--- src/conv_ctrl_defines.vh ---
// Register offsets, field positions, reset values and codes for the converter control block
// Assumes inclusion by bare name from the design files
`ifndef CONV_CTRL_DEFINES_VH
`define CONV_CTRL_DEFINES_VH

`define OFS_STATUS        8'h00
`define OFS_MASK          8'h04
`define OFS_MODE          8'h08
`define OFS_CUR_CTRL      8'h0c
`define OFS_VOLT_CTRL     8'h10
`define OFS_FILTER        8'h18
`define OFS_CONFIG        8'h1c
`define OFS_CUR_RESULT    8'h20
`define OFS_VOLT_RESULT   8'h24
`define OFS_THRESHOLD     8'h50
`define OFS_THR_LIMIT     8'h54
`define OFS_THR_COUNT     8'h58
`define OFS_ACCUM         8'h5c
`define OFS_REF_BUF       8'h64

`define RST_MODE          32'h00000003
`define RST_FILTER        32'h00000007
`define RST_THR_LIMIT     8'h01
`define RST_REF_BUF       1'b1

`define ST_CUR_RDY        0
`define ST_VOLT_RDY       1
`define ST_TEMP_RDY       2
`define ST_CMP            3
`define ST_CNT            4
`define ST_W              5

`define CFG_FAST          2
`define CFG_CMP_EN        3
`define CFG_CNT_EN        4
`define CFG_ACC_EN        5
`define CFG_GROUND_SWITCH_PIN        7

`define GAIN_HI           3
`define GAIN_LO           0
`define GAIN_MIN_SCALE    4'h4
`define SEL_HI            7
`define SEL_LO            4
`define SCALE_HI          11
`define SCALE_LO          10
`define DIAG_HI           13
`define DIAG_LO           12

`define VSEL_TEMP         4'h1

`define SETTLE_CONV       2'h2

`define RESP_OKAY         2'b00
`define RESP_SLVERR       2'b10

`endif

--- src/result_monitor.v ---
// Threshold comparator, event counter and result accumulator on the current channel
// Assumes result_valid is a one-cycle pulse with result stable in that cycle
`include "conv_ctrl_defines.vh"
`timescale 1ns/1ns
`default_nettype none

module result_monitor (
  input  wire        aclk,
  input  wire        aresetn,
  input  wire        result_valid,
  input  wire [31:0] result,
  input  wire [31:0] threshold,
  input  wire [7:0]  count_limit,
  input  wire        cmp_en,
  input  wire        cnt_en,
  input  wire        acc_en,
  output reg         cmp_event,
  output reg         cnt_event,
  output reg  [7:0]  count_r,
  output reg  [31:0] accum_r
);

  wire [31:0] magnitude = result[31] ? (~result + 32'h00000001) : result;
  wire        over      = magnitude > threshold;

  always @(posedge aclk) begin
    if (!aresetn) begin
      cmp_event <= 1'b0;
      cnt_event <= 1'b0;
      count_r   <= 8'h00;
      accum_r   <= 32'h00000000;
    end else begin
      cmp_event <= result_valid & cmp_en & over; // RL15
      cnt_event <= 1'b0;
      if (!cnt_en) begin
        count_r <= 8'h00;
      end else if (result_valid && over) begin
        if (count_r + 8'h01 >= count_limit) begin
          count_r   <= 8'h00;
          cnt_event <= 1'b1; // RL16
        end else begin
          count_r <= count_r + 8'h01;
        end
      end
      if (!acc_en) begin
        accum_r <= 32'h00000000;
      end else if (result_valid) begin
        accum_r <= accum_r + result; // RL17
      end
    end
  end

endmodule

`default_nettype wire

--- src/conv_ctrl.v ---
// Converter control: fast temperature sequencing, selections, comparator, status, AXI4-Lite regs
// Assumes conv_done pulses once per conversion on aclk with both results stable in that cycle
//
// Contract
// (RL1) Normal channel switch: first settled result third
// (RL2) Fast request acts one conversion later
// (RL3) Software clears fast request after temperature result
// (RL4) Flags: V, then I+T, I, I, V
// (RL5) Software reads voltage before temperature flag
// (RL6) No fast request on first conversion
// (RL7) Software keeps decimation factor at least one
// (RL8) Software uses 1 ms conversion period
// (RL9) Config writes need fast bit cleared
// (RL10) Reference buffer off by default, external reference
// (RL11) Reference change leaves mode untouched
// (RL12) Gain scaling field bits 11:10, default both
// (RL13) Scaling decode; stage two needs gain 32+
// (RL14) Gain setting from bits 3:0
// (RL15) Interrupt when magnitude exceeds threshold
// (RL16) Interrupt when event count reaches limit
// (RL17) 32-bit accumulator of current results
// (RL18) Config bit 7 drives ground switch
// (RL19) Diagnostic input select choices per channel
// (RL20) Two diagnostic current sources per channel
// (RL21) All sources ORed to one interrupt
// (RL22) Current result read clears ready flags
// (RL23) Fast request held until software clears
`include "conv_ctrl_defines.vh"
`timescale 1ns/1ns
`default_nettype none

module conv_ctrl (
  input  wire        aclk,
  input  wire        aresetn,
  input  wire [7:0]  s_axi_awaddr,
  input  wire        s_axi_awvalid,
  output wire        s_axi_awready,
  input  wire [31:0] s_axi_wdata,
  input  wire [3:0]  s_axi_wstrb,
  input  wire        s_axi_wvalid,
  output wire        s_axi_wready,
  output reg  [1:0]  s_axi_bresp,
  output reg         s_axi_bvalid,
  input  wire        s_axi_bready,
  input  wire [7:0]  s_axi_araddr,
  input  wire        s_axi_arvalid,
  output wire        s_axi_arready,
  output reg  [31:0] s_axi_rdata,
  output reg  [1:0]  s_axi_rresp,
  output reg         s_axi_rvalid,
  input  wire        s_axi_rready,
  input  wire        conv_done,
  input  wire [31:0] cur_data,
  input  wire [31:0] volt_data,
  output wire        temp_input_sel,
  output wire        fast_temp_mode,
  output wire        first_conv,
  output wire [31:0] converter_mode,
  output wire [31:0] filter_config,
  output wire [3:0]  amp_gain_select,
  output wire        scale_stage1_en,
  output wire        scale_stage2_en,
  output wire [3:0]  current_input_select,
  output wire [3:0]  voltage_input_select,
  output wire [1:0]  cur_diag_current_enable,
  output wire [1:0]  volt_diag_current_enable,
  output wire        ref_buffer_powerdown,
  output wire        ground_switch_pin,
  output wire        conv_irq
);

  localparam F_IDLE  = 2'h0;
  localparam F_TEMP  = 2'h1;
  localparam F_SET1  = 2'h2;
  localparam F_SET2  = 2'h3;

  reg  [31:0] mode_r;
  reg  [31:0] cur_ctrl_r;
  reg  [31:0] volt_ctrl_r;
  reg  [31:0] filter_r;
  reg  [7:0]  config_r;
  reg  [4:0]  mask_r;
  reg  [31:0] threshold_r;
  reg  [7:0]  limit_r;
  reg         ref_pd_r;
  reg  [4:0]  status_r;
  reg  [4:0]  status_nxt;
  reg  [31:0] cur_result_r;
  reg  [31:0] volt_result_r;
  reg  [1:0]  fstate_r;
  reg  [1:0]  settle_r;
  reg         first_r;
  reg         fast_used_r;
  reg         temp_sel_r;
  reg  [7:0]  aw_addr_r;
  reg         aw_have_r;
  reg  [31:0] w_data_r;
  reg  [3:0]  w_strb_r;
  reg         w_have_r;

  wire        cmp_event;
  wire        cnt_event;
  wire [7:0]  thr_count;
  wire [31:0] accum;

  // AXI4-Lite write path: address and data taken in either order
  assign s_axi_awready = ~aw_have_r & ~s_axi_bvalid;
  assign s_axi_wready  = ~w_have_r & ~s_axi_bvalid;
  assign s_axi_arready = ~s_axi_rvalid;

  wire       wr_fire = aw_have_r & w_have_r;
  wire       rd_fire = s_axi_arvalid & ~s_axi_rvalid;
  wire [7:0] waddr   = aw_addr_r;

  wire wr_mode   = wr_fire && waddr == `OFS_MODE;
  wire wr_cur    = wr_fire && waddr == `OFS_CUR_CTRL;
  wire wr_volt   = wr_fire && waddr == `OFS_VOLT_CTRL;
  wire wr_filter = wr_fire && waddr == `OFS_FILTER;
  wire rd_cur    = rd_fire && s_axi_araddr == `OFS_CUR_RESULT;
  wire rd_volt   = rd_fire && s_axi_araddr == `OFS_VOLT_RESULT;
  wire rd_status = rd_fire && s_axi_araddr == `OFS_STATUS;

  function [31:0] merge;
    input [31:0] old;
    input [31:0] data;
    input [3:0]  strb;
    integer i;
    begin
      merge = old;
      for (i = 0; i < 4; i = i + 1) begin
        if (strb[i]) begin
          merge[i*8 +: 8] = data[i*8 +: 8];
        end
      end
    end
  endfunction

  always @(posedge aclk) begin
    if (!aresetn) begin
      aw_have_r    <= 1'b0;
      aw_addr_r    <= 8'h00;
      w_have_r     <= 1'b0;
      w_data_r     <= 32'h00000000;
      w_strb_r     <= 4'h0;
      s_axi_bvalid <= 1'b0;
      s_axi_bresp  <= `RESP_OKAY;
    end else begin
      if (s_axi_awvalid && s_axi_awready) begin
        aw_have_r <= 1'b1;
        aw_addr_r <= {s_axi_awaddr[7:2], 2'b00};
      end
      if (s_axi_wvalid && s_axi_wready) begin
        w_have_r <= 1'b1;
        w_data_r <= s_axi_wdata;
        w_strb_r <= s_axi_wstrb;
      end
      if (wr_fire) begin
        aw_have_r    <= 1'b0;
        w_have_r     <= 1'b0;
        s_axi_bvalid <= 1'b1;
        case (waddr)
          `OFS_MASK, `OFS_MODE, `OFS_CUR_CTRL, `OFS_VOLT_CTRL, `OFS_FILTER,
          `OFS_CONFIG, `OFS_THRESHOLD, `OFS_THR_LIMIT, `OFS_REF_BUF:
            s_axi_bresp <= `RESP_OKAY;
          default:
            s_axi_bresp <= `RESP_SLVERR;
        endcase
      end else if (s_axi_bvalid && s_axi_bready) begin
        s_axi_bvalid <= 1'b0;
      end
    end
  end

  // Writable registers
  always @(posedge aclk) begin
    if (!aresetn) begin
      mode_r      <= `RST_MODE;
      cur_ctrl_r  <= 32'h00000000;
      volt_ctrl_r <= 32'h00000000;
      filter_r    <= `RST_FILTER;
      config_r    <= 8'h00;
      mask_r      <= 5'h00;
      threshold_r <= 32'h00000000;
      limit_r     <= `RST_THR_LIMIT;
      ref_pd_r    <= `RST_REF_BUF; // RL10
    end else if (wr_fire) begin
      case (waddr)
        `OFS_MODE:      mode_r      <= merge(mode_r, w_data_r, w_strb_r);
        `OFS_CUR_CTRL:  cur_ctrl_r  <= merge(cur_ctrl_r, w_data_r, w_strb_r);
        `OFS_VOLT_CTRL: volt_ctrl_r <= merge(volt_ctrl_r, w_data_r, w_strb_r);
        `OFS_FILTER:    filter_r    <= merge(filter_r, w_data_r, w_strb_r);
        `OFS_CONFIG:    if (w_strb_r[0]) config_r <= w_data_r[7:0]; // RL23
        `OFS_MASK:      if (w_strb_r[0]) mask_r <= w_data_r[4:0];
        `OFS_THRESHOLD: threshold_r <= merge(threshold_r, w_data_r, w_strb_r);
        `OFS_THR_LIMIT: if (w_strb_r[0]) limit_r <= w_data_r[7:0];
        `OFS_REF_BUF:   if (w_strb_r[0]) ref_pd_r <= w_data_r[0]; // RL11
        default:        mode_r      <= mode_r;
      endcase
    end
  end

  // Voltage/temperature channel sequencing
  wire fast_req  = config_r[`CFG_FAST];
  wire want_temp = volt_ctrl_r[`SEL_HI:`SEL_LO] == `VSEL_TEMP;
  wire settled   = settle_r == 2'h0;
  wire fast_go   = fstate_r == F_IDLE && fast_req && !first_r && !fast_used_r;

  always @(posedge aclk) begin
    if (!aresetn) begin
      fstate_r    <= F_IDLE;
      settle_r    <= 2'h0;
      first_r     <= 1'b1;
      fast_used_r <= 1'b0;
      temp_sel_r  <= 1'b0;
    end else begin
      if (wr_mode || wr_cur || wr_filter) begin
        first_r <= 1'b1; // RL9
      end else if (conv_done) begin
        first_r <= 1'b0; // RL6
      end
      if (!fast_req) begin
        fast_used_r <= 1'b0;
      end
      if (conv_done) begin
        case (fstate_r)
          F_IDLE: begin
            if (fast_go) begin
              fstate_r    <= F_TEMP; // RL2
              fast_used_r <= 1'b1;
              temp_sel_r  <= 1'b1;
            end else if (want_temp != temp_sel_r) begin
              temp_sel_r <= want_temp;
              settle_r   <= `SETTLE_CONV; // RL1
            end else if (!settled) begin
              settle_r <= settle_r - 2'h1;
            end
          end
          F_TEMP: begin
            fstate_r   <= F_SET1;
            temp_sel_r <= want_temp;
          end
          F_SET1:  fstate_r <= F_SET2;
          F_SET2:  fstate_r <= F_IDLE;
          default: fstate_r <= F_IDLE;
        endcase
      end else if (fstate_r == F_IDLE && want_temp != temp_sel_r) begin
        temp_sel_r <= want_temp;
        settle_r   <= `SETTLE_CONV; // RL1
      end
    end
  end

  // Which flags this conversion raises
  wire flag_v = fstate_r == F_IDLE && settled && !temp_sel_r
              && want_temp == temp_sel_r; // RL4
  wire flag_t = fstate_r == F_TEMP
              || (fstate_r == F_IDLE && settled && temp_sel_r && want_temp == temp_sel_r);

  always @(posedge aclk) begin
    if (!aresetn) begin
      cur_result_r  <= 32'h00000000;
      volt_result_r <= 32'h00000000;
    end else if (conv_done) begin
      cur_result_r <= cur_data;
      if (flag_v || flag_t) begin
        volt_result_r <= volt_data;
      end
    end
  end

  // Status: set wins over every clear
  always @* begin
    status_nxt = status_r;
    if (rd_cur) begin
      status_nxt[`ST_TEMP_RDY:`ST_CUR_RDY] = 3'b000; // RL22
    end
    if (rd_volt || wr_volt) begin
      status_nxt[`ST_VOLT_RDY] = 1'b0;
    end
    if (rd_status) begin
      status_nxt[`ST_CNT:`ST_CMP] = 2'b00;
    end
    if (wr_cur) begin
      status_nxt = 5'h00;
    end
    if (conv_done) begin
      status_nxt[`ST_CUR_RDY] = 1'b1;
      if (flag_v) begin
        status_nxt[`ST_VOLT_RDY] = 1'b1;
      end
      if (flag_t) begin
        status_nxt[`ST_TEMP_RDY] = 1'b1;
      end
    end
    if (cmp_event) begin
      status_nxt[`ST_CMP] = 1'b1;
    end
    if (cnt_event) begin
      status_nxt[`ST_CNT] = 1'b1;
    end
  end

  always @(posedge aclk) begin
    if (!aresetn) begin
      status_r <= 5'h00;
    end else begin
      status_r <= status_nxt;
    end
  end

  assign conv_irq = |(status_r & mask_r); // RL21

  result_monitor u_monitor (
    .aclk         (aclk),
    .aresetn      (aresetn),
    .result_valid (conv_done),
    .result       (cur_data),
    .threshold    (threshold_r),
    .count_limit  (limit_r),
    .cmp_en       (config_r[`CFG_CMP_EN]),
    .cnt_en       (config_r[`CFG_CNT_EN]),
    .acc_en       (config_r[`CFG_ACC_EN]),
    .cmp_event    (cmp_event),
    .cnt_event    (cnt_event),
    .count_r      (thr_count),
    .accum_r      (accum)
  );

  // Read path
  always @(posedge aclk) begin
    if (!aresetn) begin
      s_axi_rvalid <= 1'b0;
      s_axi_rdata  <= 32'h00000000;
      s_axi_rresp  <= `RESP_OKAY;
    end else if (rd_fire) begin
      s_axi_rvalid <= 1'b1;
      s_axi_rresp  <= `RESP_OKAY;
      case (s_axi_araddr[7:2])
        `OFS_STATUS      >> 2: s_axi_rdata <= {27'h0000000, status_r};
        `OFS_MASK        >> 2: s_axi_rdata <= {27'h0000000, mask_r};
        `OFS_MODE        >> 2: s_axi_rdata <= mode_r;
        `OFS_CUR_CTRL    >> 2: s_axi_rdata <= cur_ctrl_r;
        `OFS_VOLT_CTRL   >> 2: s_axi_rdata <= volt_ctrl_r;
        `OFS_FILTER      >> 2: s_axi_rdata <= filter_r;
        `OFS_CONFIG      >> 2: s_axi_rdata <= {24'h000000, config_r};
        `OFS_CUR_RESULT  >> 2: s_axi_rdata <= cur_result_r;
        `OFS_VOLT_RESULT >> 2: s_axi_rdata <= volt_result_r;
        `OFS_THRESHOLD   >> 2: s_axi_rdata <= threshold_r;
        `OFS_THR_LIMIT   >> 2: s_axi_rdata <= {24'h000000, limit_r};
        `OFS_THR_COUNT   >> 2: s_axi_rdata <= {24'h000000, thr_count};
        `OFS_ACCUM       >> 2: s_axi_rdata <= accum; // RL17
        `OFS_REF_BUF     >> 2: s_axi_rdata <= {31'h00000000, ref_pd_r};
        default: begin
          s_axi_rdata <= 32'h00000000;
          s_axi_rresp <= `RESP_SLVERR;
        end
      endcase
    end else if (s_axi_rvalid && s_axi_rready) begin
      s_axi_rvalid <= 1'b0;
    end
  end

  // Converter-facing controls
  wire [1:0] scale_code = cur_ctrl_r[`SCALE_HI:`SCALE_LO]; // RL12
  assign amp_gain_select  = cur_ctrl_r[`GAIN_HI:`GAIN_LO]; // RL14
  assign scale_stage1_en  = ~scale_code[0]; // RL13
  assign scale_stage2_en  = ~scale_code[1] & (amp_gain_select >= `GAIN_MIN_SCALE); // RL13
  assign current_input_select = cur_ctrl_r[`SEL_HI:`SEL_LO]; // RL19
  assign voltage_input_select = volt_ctrl_r[`SEL_HI:`SEL_LO]; // RL19
  assign cur_diag_current_enable  = cur_ctrl_r[`DIAG_HI:`DIAG_LO]; // RL20
  assign volt_diag_current_enable = volt_ctrl_r[`DIAG_HI:`DIAG_LO]; // RL20
  assign ref_buffer_powerdown = ref_pd_r; // RL10
  assign ground_switch_pin    = config_r[`CFG_GROUND_SWITCH_PIN]; // RL18
  assign temp_input_sel  = temp_sel_r;
  assign fast_temp_mode  = fstate_r == F_TEMP;
  assign first_conv      = first_r;
  assign converter_mode  = mode_r;
  assign filter_config   = filter_r;

endmodule

`default_nettype wire

--- config.mk ---
export PLATFORM = sky130hd
export DESIGN_NAME = conv_ctrl
export DESIGN_NICKNAME = d
export VERILOG_FILES = /design/src/result_monitor.v /design/src/conv_ctrl.v
export VERILOG_INCLUDE_DIRS = /design/src /design/src/src
export SDC_FILE = /design/constraint.sdc
export NUM_CORES = 1
export LEC_CHECK = 0
export BUFFER_PORTS_ARGS = -buffer_cell sky130_fd_sc_hd__buf_2
export CAP_MARGIN = 25
export CORE_UTILIZATION = 59
export DETAILED_ROUTE_END_ITERATION = 12
export PLACE_DENSITY = 0.82
export SLEW_MARGIN = 10
export SYNTH_ARGS = -nofsm -noshare
export SYNTH_HDL_FRONTEND = slang
export SYNTH_SLANG_ARGS = --single-unit
--- constraint.sdc ---
create_clock -name aclk -period 4.8 [get_ports aclk]
set_clock_uncertainty 0.2 [all_clocks]
set_input_delay 0.72 -clock aclk [delete_from_list [all_inputs] [get_ports aclk]]
set_output_delay 0.72 -clock aclk [all_outputs]
set_load 0.01 [all_outputs]
==> results of run 1 <==
metrics by stage:
stage          area (sq um)  setup TNS, ns  total power, mW
4_1_cts               22300              0             7.11
3_3_place_gp          20900              0             4.00
5_1_grt               22300              0             7.33
2_1_floorplan         19400              0             3.77
6_report              22300              0             7.12
3_5_place_dp          21000        -0.0125             4.02
metal layers:
layer | vias to the layer above | part of all wire (%)
met1 | 8491 | 43
met3 | 112 | 12
met2 | 956 | 42
li1 | 8163 | -
met5 | - | 0.031
met4 | 2 | 3.0
flip-flops by register name, summed over array words and instances, names as in the netlist, 2 cells and up:
register,cells
filter_config,32
u_monitor.count_r,8
limit_r,8
mask_r,5
aw_addr_r,6
volt_ctrl_r,32
threshold_r,32
w_strb_r,4
status_r,5
settle_r,2
fstate_r,2
config_r,8
s_axi_rdata,32
cur_result_r,32
volt_result_r,32
w_data_r,32
u_monitor.accum_r,32
cur_ctrl_r,32
converter_mode,32
final timing paths:
kind | to | slack (ns) | depth (start not counted)
worst min-delay path | w_data_r[4]$_SDFFE_PN0P_ | 0.23 | 3
worst max register to register | u_monitor.accum_r[22]$_SDFFE_PN0P_ | 1.57 | 12
worst max-delay path | u_monitor.count_r[3]$_SDFFE_PN0P_ | 0.50 | 19
worst min register to register | s_axi_rdata[0]$_SDFFE_PN0P_ | 0.26 | 2
cells by family after synthesis:
kind of cell             share of synthesized area [%]
buffers and inverters                             4.52
other                                           0.0193
adder cells (fa/ha/maj)                           5.07
flip-flops                                        39.2
AO/OA/AOI/OAI                                     18.7
AND/OR/NAND/NOR                                   19.2
multiplexers                                      10.5
XOR/XNOR                                          2.71
area by class of cell:
cell class	instances	area (sq um)	share of cell area, %
multi-input cells	1618	10900	49.1
clock buffers	63	1180	5.29
flip-flops and latches	380	7610	34.1
clock inverters	11	144	0.645
repair buffers	292	1630	7.31
well taps	442	553	2.48
inverters	61	229	1.03
report_power, final:
group          total, mW  switching (mW)  internal [mW]
Sequential          3.35           0.109           3.24
Combinational      0.624           0.352          0.272
Clock               3.15            1.30           1.86
cell usage after synthesis (11+ instances only):
cell	number
sky130_fd_sc_hd__xnor2_1	46
sky130_fd_sc_hd__mux2i_1	203
sky130_fd_sc_hd__nand4_1	11
sky130_fd_sc_hd__dfxtp_1	380
sky130_fd_sc_hd__xor2_1	14
sky130_fd_sc_hd__a21o_1	27
sky130_fd_sc_hd__a21oi_1	58
sky130_fd_sc_hd__clkbuf_1	110
sky130_fd_sc_hd__nand2_1	314
sky130_fd_sc_hd__nor3_1	18
sky130_fd_sc_hd__a221oi_1	38
sky130_fd_sc_hd__buf_1	15
sky130_fd_sc_hd__o21ai_0	101
sky130_fd_sc_hd__a222oi_1	29
sky130_fd_sc_hd__and3_1	16
sky130_fd_sc_hd__a21boi_0	138
sky130_fd_sc_hd__nand3_1	90
sky130_fd_sc_hd__ha_1	77
sky130_fd_sc_hd__inv_1	61
sky130_fd_sc_hd__nor2b_1	169
sky130_fd_sc_hd__nor2_1	75
sky130_fd_sc_hd__nand2b_1	12
sky130_fd_sc_hd__buf_4	18
sky130_fd_sc_hd__o21a_1	14
sky130_fd_sc_hd__a31oi_1	35
critical path: cells and delay by family:
| kind | cells | cell delay, ns |
|---|---|---|
| simple gates | 8 | 1.84 |
| buf+inv | 4 | 0.66 |
| xor+xnor | 1 | 0.09 |
| compound gates | 5 | 0.92 |
| fa+ha+maj | 1 | 0.30 |
==> run_summary.xml, run 1 <==
<?xml version="1.0" encoding="UTF-8"?>
<metrics>
  <group name="logic_synthesis">
    <metric name="yosys_most_used_dff" unit="">sky130_fd_sc_hd__dfxtp_1</metric>
    <metric name="synthArstFlopShare" unit="%">0</metric>
    <metric name="ys_types" unit="">81</metric>
    <metric name="synth_sequential_area_ratio" unit="%">39.2</metric>
    <metric name="library_cell_occupying_the_most_area_in_the_post_synthesis_netlist" unit="">sky130_fd_sc_hd__dfxtp_1</metric>
    <metric name="synth_enable_flop_cells" unit="">0</metric>
    <metric name="syn_area_per_cell" unit="sq um">8.79</metric>
    <metric name="post_synth_main_area_contributors" unit="">sky130_fd_sc_hd__dfxtp_1 39%, sky130_fd_sc_hd__mux2i_1 10%, sky130_fd_sc_hd__nand2_1 6.1%, sky130_fd_sc_hd__nor2b_1 5.5%, sky130_fd_sc_hd__a21boi_0 5.3%</metric>
    <metric name="ys.warnings.count" unit="">0</metric>
    <metric name="synth_largest_type_area_fraction" unit="%">39.2</metric>
    <metric name="syn-cell-area" unit="sq um">19400</metric>
    <metric name="synthCells" unit="">2207</metric>
    <metric name="synth_seq_cells" unit="">380</metric>
  </group>
  <group name="setup_path">
    <metric name="crit_path_frequent_cell" unit="">sky130_fd_sc_hd__buf_4</metric>
    <metric name="start_kind" unit="">input port</metric>
    <metric name="regToRegStartpoint" unit="">u_monitor.accum_r[0]$_SDFFE_PN0P_</metric>
    <metric name="slowest_stage" unit="">sky130_fd_sc_hd__or3_4</metric>
    <metric name="worstPathCellList" unit="">buf_2 -&gt; nor4_2 -&gt; buf_4 -&gt; nand2b_1 -&gt; or2_4 -&gt; nor3_4 -&gt; nand4_2 -&gt; or3_4 -&gt; o31ai_4 -&gt; xnor2_1 -&gt; ha_1 -&gt; nand4_1 -&gt; nor4_1 -&gt; buf_4 -&gt; o21ai_0 -&gt; a221oi_1 -&gt; buf_4 -&gt; o21ai_0 -&gt; a32o_1</metric>
    <metric name="worstSetupEndpointType" unit="">flip-flop</metric>
    <metric name="crit_arrival" unit="ns">4.52</metric>
    <metric name="crit_type" unit="">input port to flip-flop</metric>
    <metric name="critPathRequiredTime" unit="ns">5.02</metric>
    <metric name="crit_path_max_incr_delay" unit="ns">0.40</metric>
    <metric name="path_max_fanout" unit="">9</metric>
    <metric name="crit_path_start" unit="">cur_data[2]</metric>
  </group>
  <group name="global_routing">
    <metric name="antenna_found_initial" unit="">1</metric>
    <metric name="grt_util_met2" unit="%">52.8</metric>
    <metric name="first_global_vias" unit="">16400</metric>
    <metric name="grt_most_used_layer" unit="">met1</metric>
    <metric name="grt_use_met3" unit="%">7.88</metric>
    <metric name="first_pass_grt_wire_length" unit="microns">94400</metric>
    <metric name="globalRouteTotalUtil" unit="%">36.3</metric>
    <metric name="global_route.overflow_total" unit="">0</metric>
    <metric name="grt_start_max_net_pins" unit="">276</metric>
    <metric name="grtUsageMet1" unit="%">53.4</metric>
  </group>
  <group name="cts">
    <metric name="ctsRootBufferMaster" unit="">sky130_fd_sc_hd__clkbuf_16</metric>
    <metric name="clk_latency" unit="ns">0.54</metric>
    <metric name="ctsHtreeMaxLevel" unit="">2</metric>
    <metric name="clock_slew_seen_by_the_registers_of_the_worst_setup_and_hold_paths" unit="ns">0.06</metric>
    <metric name="postCtsHoldBufs" unit="">0</metric>
    <metric name="post_cts_buffers" unit="">0</metric>
    <metric name="cts.sinks" unit="">380</metric>
    <metric name="post_cts_resize_count" unit="">0</metric>
    <metric name="cts_tree" unit="">yes</metric>
    <metric name="maximum_root_to_sink_buffer_count" unit="">3</metric>
    <metric name="cts_made_buffers" unit="">41</metric>
  </group>
  <group name="power">
    <metric name="p_per_area" unit="nW/um^2">319</metric>
    <metric name="max-vdd-ir-drop" unit="mV">0.252</metric>
    <metric name="p_leak" unit="nW">9.26</metric>
  </group>
  <group name="job">
    <metric name="max_cap_violations" unit="">0</metric>
  </group>
  <group name="layout">
    <metric name="antenna_cells" unit="">0</metric>
    <metric name="finish.cell_count_without_fillers" unit="">2867</metric>
    <metric name="synthToLayoutAreaGrowth" unit="%">14.9</metric>
    <metric name="final_core_util" unit="%">68.7</metric>
    <metric name="n_fill_cell" unit="">2562</metric>
    <metric name="commonest_non_fill_non_tap_cells_in_the_layout" unit="">380 x sky130_fd_sc_hd__dfxtp_1, 314 x sky130_fd_sc_hd__nand2_1, 247 x sky130_fd_sc_hd__buf_2</metric>
    <metric name="leading_cell_type_in_the_layout_fill_and_taps_excluded" unit="">sky130_fd_sc_hd__dfxtp_1</metric>
    <metric name="finalNetCount" unit="">2596</metric>
    <metric name="drive_above_1_share" unit="%">15.9</metric>
  </group>
  <group name="timing">
    <metric name="max_clock_freq" unit="MHz">232</metric>
    <metric name="final_critical_delay_including_setup_and_external_delays" unit="ns">4.30</metric>
    <metric name="worst-slew-pin-transition" unit="ns">1.03</metric>
    <metric name="layout_setup_ws" unit="ns">0.498</metric>
    <metric name="slew_viol_final" unit="">0</metric>
    <metric name="setup_viol" unit="">0</metric>
    <metric name="unrepaired_setup_endpoints_after_global_routing" unit="">false</metric>
    <metric name="slew_headroom" unit="%">30.7</metric>
    <metric name="final.period_utilization" unit="%">89.6</metric>
    <metric name="holdWs" unit="ns">0.233</metric>
    <metric name="finalHoldViolCount" unit="">0</metric>
  </group>
  <group name="drt">
    <metric name="via_per_inst" unit="">6.18</metric>
    <metric name="drcViolationCount" unit="">0</metric>
    <metric name="drtPass1Iterations" unit="">9</metric>
    <metric name="first_iter_violations" unit="">2577</metric>
    <metric name="vias" unit="">17700</metric>
    <metric name="wire_length_after_detailed_routing" unit="microns">61900</metric>
    <metric name="detail_route.wl_per_cell" unit="microns">21.6</metric>
    <metric name="antenna_left" unit="">0</metric>
  </group>
  <group name="floorplan">
    <metric name="fp.dieW" unit="microns">183</metric>
    <metric name="initial_utilization" unit="%">59.8</metric>
    <metric name="core.rowCount" unit="">66</metric>
    <metric name="die_height" unit="microns">183</metric>
    <metric name="total_core_area" unit="sq um">32500</metric>
    <metric name="fp.dieArea" unit="sq um">33600</metric>
    <metric name="pin_count" unit="">253</metric>
  </group>
  <group name="placement">
    <metric name="place_ws" unit="ns">-0.0118</metric>
    <metric name="place_inst" unit="">2793</metric>
    <metric name="detailed_place_hpwl" unit="microns">45400</metric>
    <metric name="placer_congestion" unit="">0.992</metric>
    <metric name="port_buffers" unit="">248</metric>
  </group>
  <group name="hold_path">
    <metric name="timing.hold.worst.start" unit="">s_axi_wdata[4]</metric>
    <metric name="worst_hold_path_type" unit="">input port to flip-flop</metric>
  </group>
  <group name="run_status">
    <metric name="status" unit="">completed</metric>
  </group>
</metrics>
(Power assumes the default switching activity.)
==> run 2: changes to the inputs <==
Settings changed: MAX_ROUTING_LAYER set to met4.
==> run 2 against run 1 <==
  * Count of clock-buffer cells in the layout is the same
  * Sequential cell count unchanged
  * Critical path depth unchanged
  * Final area increased by 0.54%
  * Register-to-register slack got worse by 0.05 ns
  * Setup slack got worse by 0.063 ns
  * Via count about the same
  * Critical path type unchanged
  * Largest cell class unchanged
  * Largest power group unchanged
==> run_summary.xml, run 2 (synthesis gave the netlist of run 1 again) <==
<?xml version="1.0" encoding="UTF-8"?>
<metrics>
  <group name="global_routing">
    <metric name="antenna_found_initial" unit="">0</metric>
    <metric name="global_route.overflow_total" unit="">0</metric>
    <metric name="first_pass_grt_wire_length" unit="microns">94100</metric>
    <metric name="globalRouteTotalUtil" unit="%">37.3</metric>
    <metric name="grt_start_max_net_pins" unit="">141</metric>
    <metric name="first_global_vias" unit="">16100</metric>
  </group>
  <group name="placement">
    <metric name="placed_cell_areas" unit="sq um">21000</metric>
    <metric name="port_buffers" unit="">248</metric>
    <metric name="detailed_place_hpwl" unit="microns">46000</metric>
    <metric name="placer_congestion" unit="">1.03</metric>
  </group>
  <group name="drt">
    <metric name="drcViolationCount" unit="">0</metric>
    <metric name="antenna_left" unit="">0</metric>
    <metric name="vias" unit="">17700</metric>
    <metric name="via_per_inst" unit="">6.17</metric>
    <metric name="first_iter_violations" unit="">2338</metric>
    <metric name="drtPass1Iterations" unit="">6</metric>
    <metric name="wire_length_after_detailed_routing" unit="microns">62100</metric>
    <metric name="detail_route.wl_per_cell" unit="microns">21.6</metric>
  </group>
  <group name="cts">
    <metric name="maximum_root_to_sink_buffer_count" unit="">3</metric>
    <metric name="post_cts_buffers" unit="">0</metric>
    <metric name="cts_tree" unit="">yes</metric>
    <metric name="cts_made_buffers" unit="">42</metric>
    <metric name="post_cts_resize_count" unit="">0</metric>
    <metric name="cts.sinks" unit="">380</metric>
    <metric name="clock_slew_seen_by_the_registers_of_the_worst_setup_and_hold_paths" unit="ns">0.06</metric>
    <metric name="clk_latency" unit="ns">0.56</metric>
    <metric name="ctsHtreeMaxLevel" unit="">2</metric>
    <metric name="ctsRootBufferMaster" unit="">sky130_fd_sc_hd__clkbuf_16</metric>
    <metric name="postCtsHoldBufs" unit="">0</metric>
  </group>
  <group name="setup_path">
    <metric name="crit_path_start" unit="">cur_data[2]</metric>
    <metric name="worstRegToRegCells" unit="">12</metric>
    <metric name="capture_instance_of_the_worst_register_to_register_path" unit="">u_monitor.accum_r[30]$_SDFFE_PN0P_</metric>
    <metric name="worstPathCellList" unit="">buf_2 -&gt; nor4_2 -&gt; buf_4 -&gt; nand2b_1 -&gt; or2_4 -&gt; nor3_4 -&gt; nand4_2 -&gt; or3_4 -&gt; o31ai_4 -&gt; xnor2_1 -&gt; ha_1 -&gt; nand4_1 -&gt; nor4_1 -&gt; buf_4 -&gt; o21ai_0 -&gt; a221oi_1 -&gt; buf_4 -&gt; o21ai_0 -&gt; a32o_1</metric>
    <metric name="timing.critical_path.to" unit="">u_monitor.count_r[3]$_SDFFE_PN0P_</metric>
    <metric name="crit_path_max_incr_delay" unit="ns">0.42</metric>
    <metric name="crit_path_frequent_cell" unit="">sky130_fd_sc_hd__buf_4</metric>
    <metric name="crit_type" unit="">input port to flip-flop</metric>
    <metric name="slowest_stage" unit="">sky130_fd_sc_hd__nor4_1</metric>
    <metric name="worstSetupEndpointType" unit="">flip-flop</metric>
    <metric name="regToRegStartpoint" unit="">u_monitor.accum_r[0]$_SDFFE_PN0P_</metric>
    <metric name="start_kind" unit="">input port</metric>
    <metric name="critPathRequiredTime" unit="ns">5.04</metric>
    <metric name="path_max_fanout" unit="">9</metric>
    <metric name="crit_arrival" unit="ns">4.60</metric>
    <metric name="timing.reg2reg.setup_slack" unit="ns">1.52</metric>
  </group>
  <group name="layout">
    <metric name="final_area" unit="sq um">22400</metric>
    <metric name="antenna_cells" unit="">0</metric>
    <metric name="finalNetCount" unit="">2603</metric>
    <metric name="synthToLayoutAreaGrowth" unit="%">15.6</metric>
    <metric name="drive_above_1_share" unit="%">16.4</metric>
    <metric name="leading_cell_type_in_the_layout_fill_and_taps_excluded" unit="">sky130_fd_sc_hd__dfxtp_1</metric>
    <metric name="final_core_util" unit="%">69.1</metric>
    <metric name="commonest_non_fill_non_tap_cells_in_the_layout" unit="">380 x sky130_fd_sc_hd__dfxtp_1, 314 x sky130_fd_sc_hd__nand2_1, 247 x sky130_fd_sc_hd__buf_2</metric>
  </group>
  <group name="floorplan">
    <metric name="pin_count" unit="">253</metric>
    <metric name="fp.dieArea" unit="sq um">33600</metric>
    <metric name="fp.dieW" unit="microns">183</metric>
    <metric name="initial_utilization" unit="%">59.8</metric>
    <metric name="die_height" unit="microns">183</metric>
    <metric name="total_core_area" unit="sq um">32500</metric>
    <metric name="core.rowCount" unit="">66</metric>
  </group>
  <group name="run_status">
    <metric name="status" unit="">completed</metric>
  </group>
  <group name="timing">
    <metric name="final.period_utilization" unit="%">90.9</metric>
    <metric name="slew_headroom" unit="%">31.7</metric>
    <metric name="slew_viol_final" unit="">0</metric>
    <metric name="worst-slew-pin-transition" unit="ns">1.02</metric>
    <metric name="totalNegativeSetupSlack" unit="ns">0</metric>
    <metric name="unrepaired_setup_endpoints_after_global_routing" unit="">false</metric>
    <metric name="finalHoldViolCount" unit="">0</metric>
    <metric name="setup_viol" unit="">0</metric>
    <metric name="holdWs" unit="ns">0.211</metric>
    <metric name="max_clock_freq" unit="MHz">229</metric>
    <metric name="final_critical_delay_including_setup_and_external_delays" unit="ns">4.36</metric>
  </group>
  <group name="power">
    <metric name="p_leak" unit="nW">9.34</metric>
    <metric name="p_per_area" unit="nW/um^2">323</metric>
    <metric name="power.share.clock" unit="%">45.1</metric>
    <metric name="comb_power_share" unit="%">8.6</metric>
    <metric name="power.switching_fraction" unit="%">25.3</metric>
    <metric name="internal_power" unit="mW">5.41</metric>
    <metric name="pwr-share-seq" unit="%">46.3</metric>
    <metric name="net-switching-power" unit="mW">1.83</metric>
    <metric name="max-vdd-ir-drop" unit="mV">0.265</metric>
    <metric name="design_power_total" unit="mW">7.24</metric>
  </group>
  <group name="hold_path">
    <metric name="worst_hold_path_type" unit="">input port to flip-flop</metric>
  </group>
  <group name="job">
    <metric name="max_cap_violations" unit="">0</metric>
  </group>
</metrics>
-- run 2: cell types whose count changed in the layout (fill, tap and decap cells not counted) --
| cell | change |
|---|---|
| sky130_fd_sc_hd__clkinv_16 | +2 |
| sky130_fd_sc_hd__bufinv_16 | -1 |
| sky130_fd_sc_hd__clkbuf_16 | +2 |
| sky130_fd_sc_hd__buf_4 | +7 |
| sky130_fd_sc_hd__clkinv_2 | +5 |
| sky130_fd_sc_hd__buf_16 | +1 |
| sky130_fd_sc_hd__buf_12 | -2 |
| sky130_fd_sc_hd__clkbuf_8 | +1 |
| sky130_fd_sc_hd__inv_6 | -2 |
| sky130_fd_sc_hd__clkbuf_1 | -3 |
| sky130_fd_sc_hd__clkinv_4 | -1 |
-- run 2: layer usage --
layer / routed length (microns) / global-route usage (%) / up-vias
met5: 0 / - / -
met4: 1840 / 11.3 / 0
met3: 7140 / 6.65 / 109
met2: 25900 / 52.2 / 1029
met1: 27200 / 54.2 / 8402
li1: - / - / 8197
-- run 2: worst min-delay path by stage --
stage                                   startpoint                              to  slack (ns)  depth (start not counted)
finish                              s_axi_wdata[7]        w_data_r[7]$_SDFFE_PN0P_        0.21                          3
global route                       s_axi_wdata[31]       w_data_r[31]$_SDFFE_PN0P_        0.21                          3
CTS                                 s_axi_wdata[5]        w_data_r[5]$_SDFFE_PN0P_        0.20                          3
detailed placement     s_axi_rdata[0]$_SDFFE_PN0P_     s_axi_rdata[0]$_SDFFE_PN0P_        0.26                          2
global placement    volt_result_r[20]$_SDFFE_PN0P_  volt_result_r[20]$_SDFFE_PN0P_        0.25                          2
floorplan           u_monitor.cmp_event$_SDFF_PN0_        status_r[3]$_SDFFE_PN0P_        0.23                          2
-- run 2: cell type report --
class	instances	area (sq um)
tap	442	553
inverter	61	229
clock inverter	14	173
timing repair buffer	298	1670
sequential	380	7610
multi-input combinational	1618	10900
fill	2613	10000
clock buffer	63	1230
-- run 2: power groups by stage --
| stage | clock [mW] | combinational, mW | sequential (mW) |
|---|---|---|---|
| after global placement | 0 | 0.591 | 3.41 |
| final | 3.26 | 0.623 | 3.35 |
| after global routing | 3.41 | 0.683 | 3.35 |
| after detailed placement | 0 | 0.610 | 3.41 |
| after CTS | 3.26 | 0.613 | 3.34 |
| after floorplan | 0 | 0.412 | 3.36 |
-- run 2: worst max-delay path, delay by kind of cell --
kind / cells / cell delay, ns
xor+xnor: 1 / 0.09
fa+ha+maj: 1 / 0.29
compound gates: 5 / 0.90
simple gates: 8 / 1.92
buf+inv: 4 / 0.67
-- run 2: stage by stage --
| step | cells | setup WS (ns) |
|---|---|---|
| 6_report | 2876 | 0.435 |
| 5_1_grt | 2876 | 0.151 |
| 4_1_cts | 2874 | 0.406 |
| 3_5_place_dp | 2797 | -0.123 |
| 3_3_place_gp | 2796 | -0.0122 |
| 2_1_floorplan | 2208 | 0.386 |
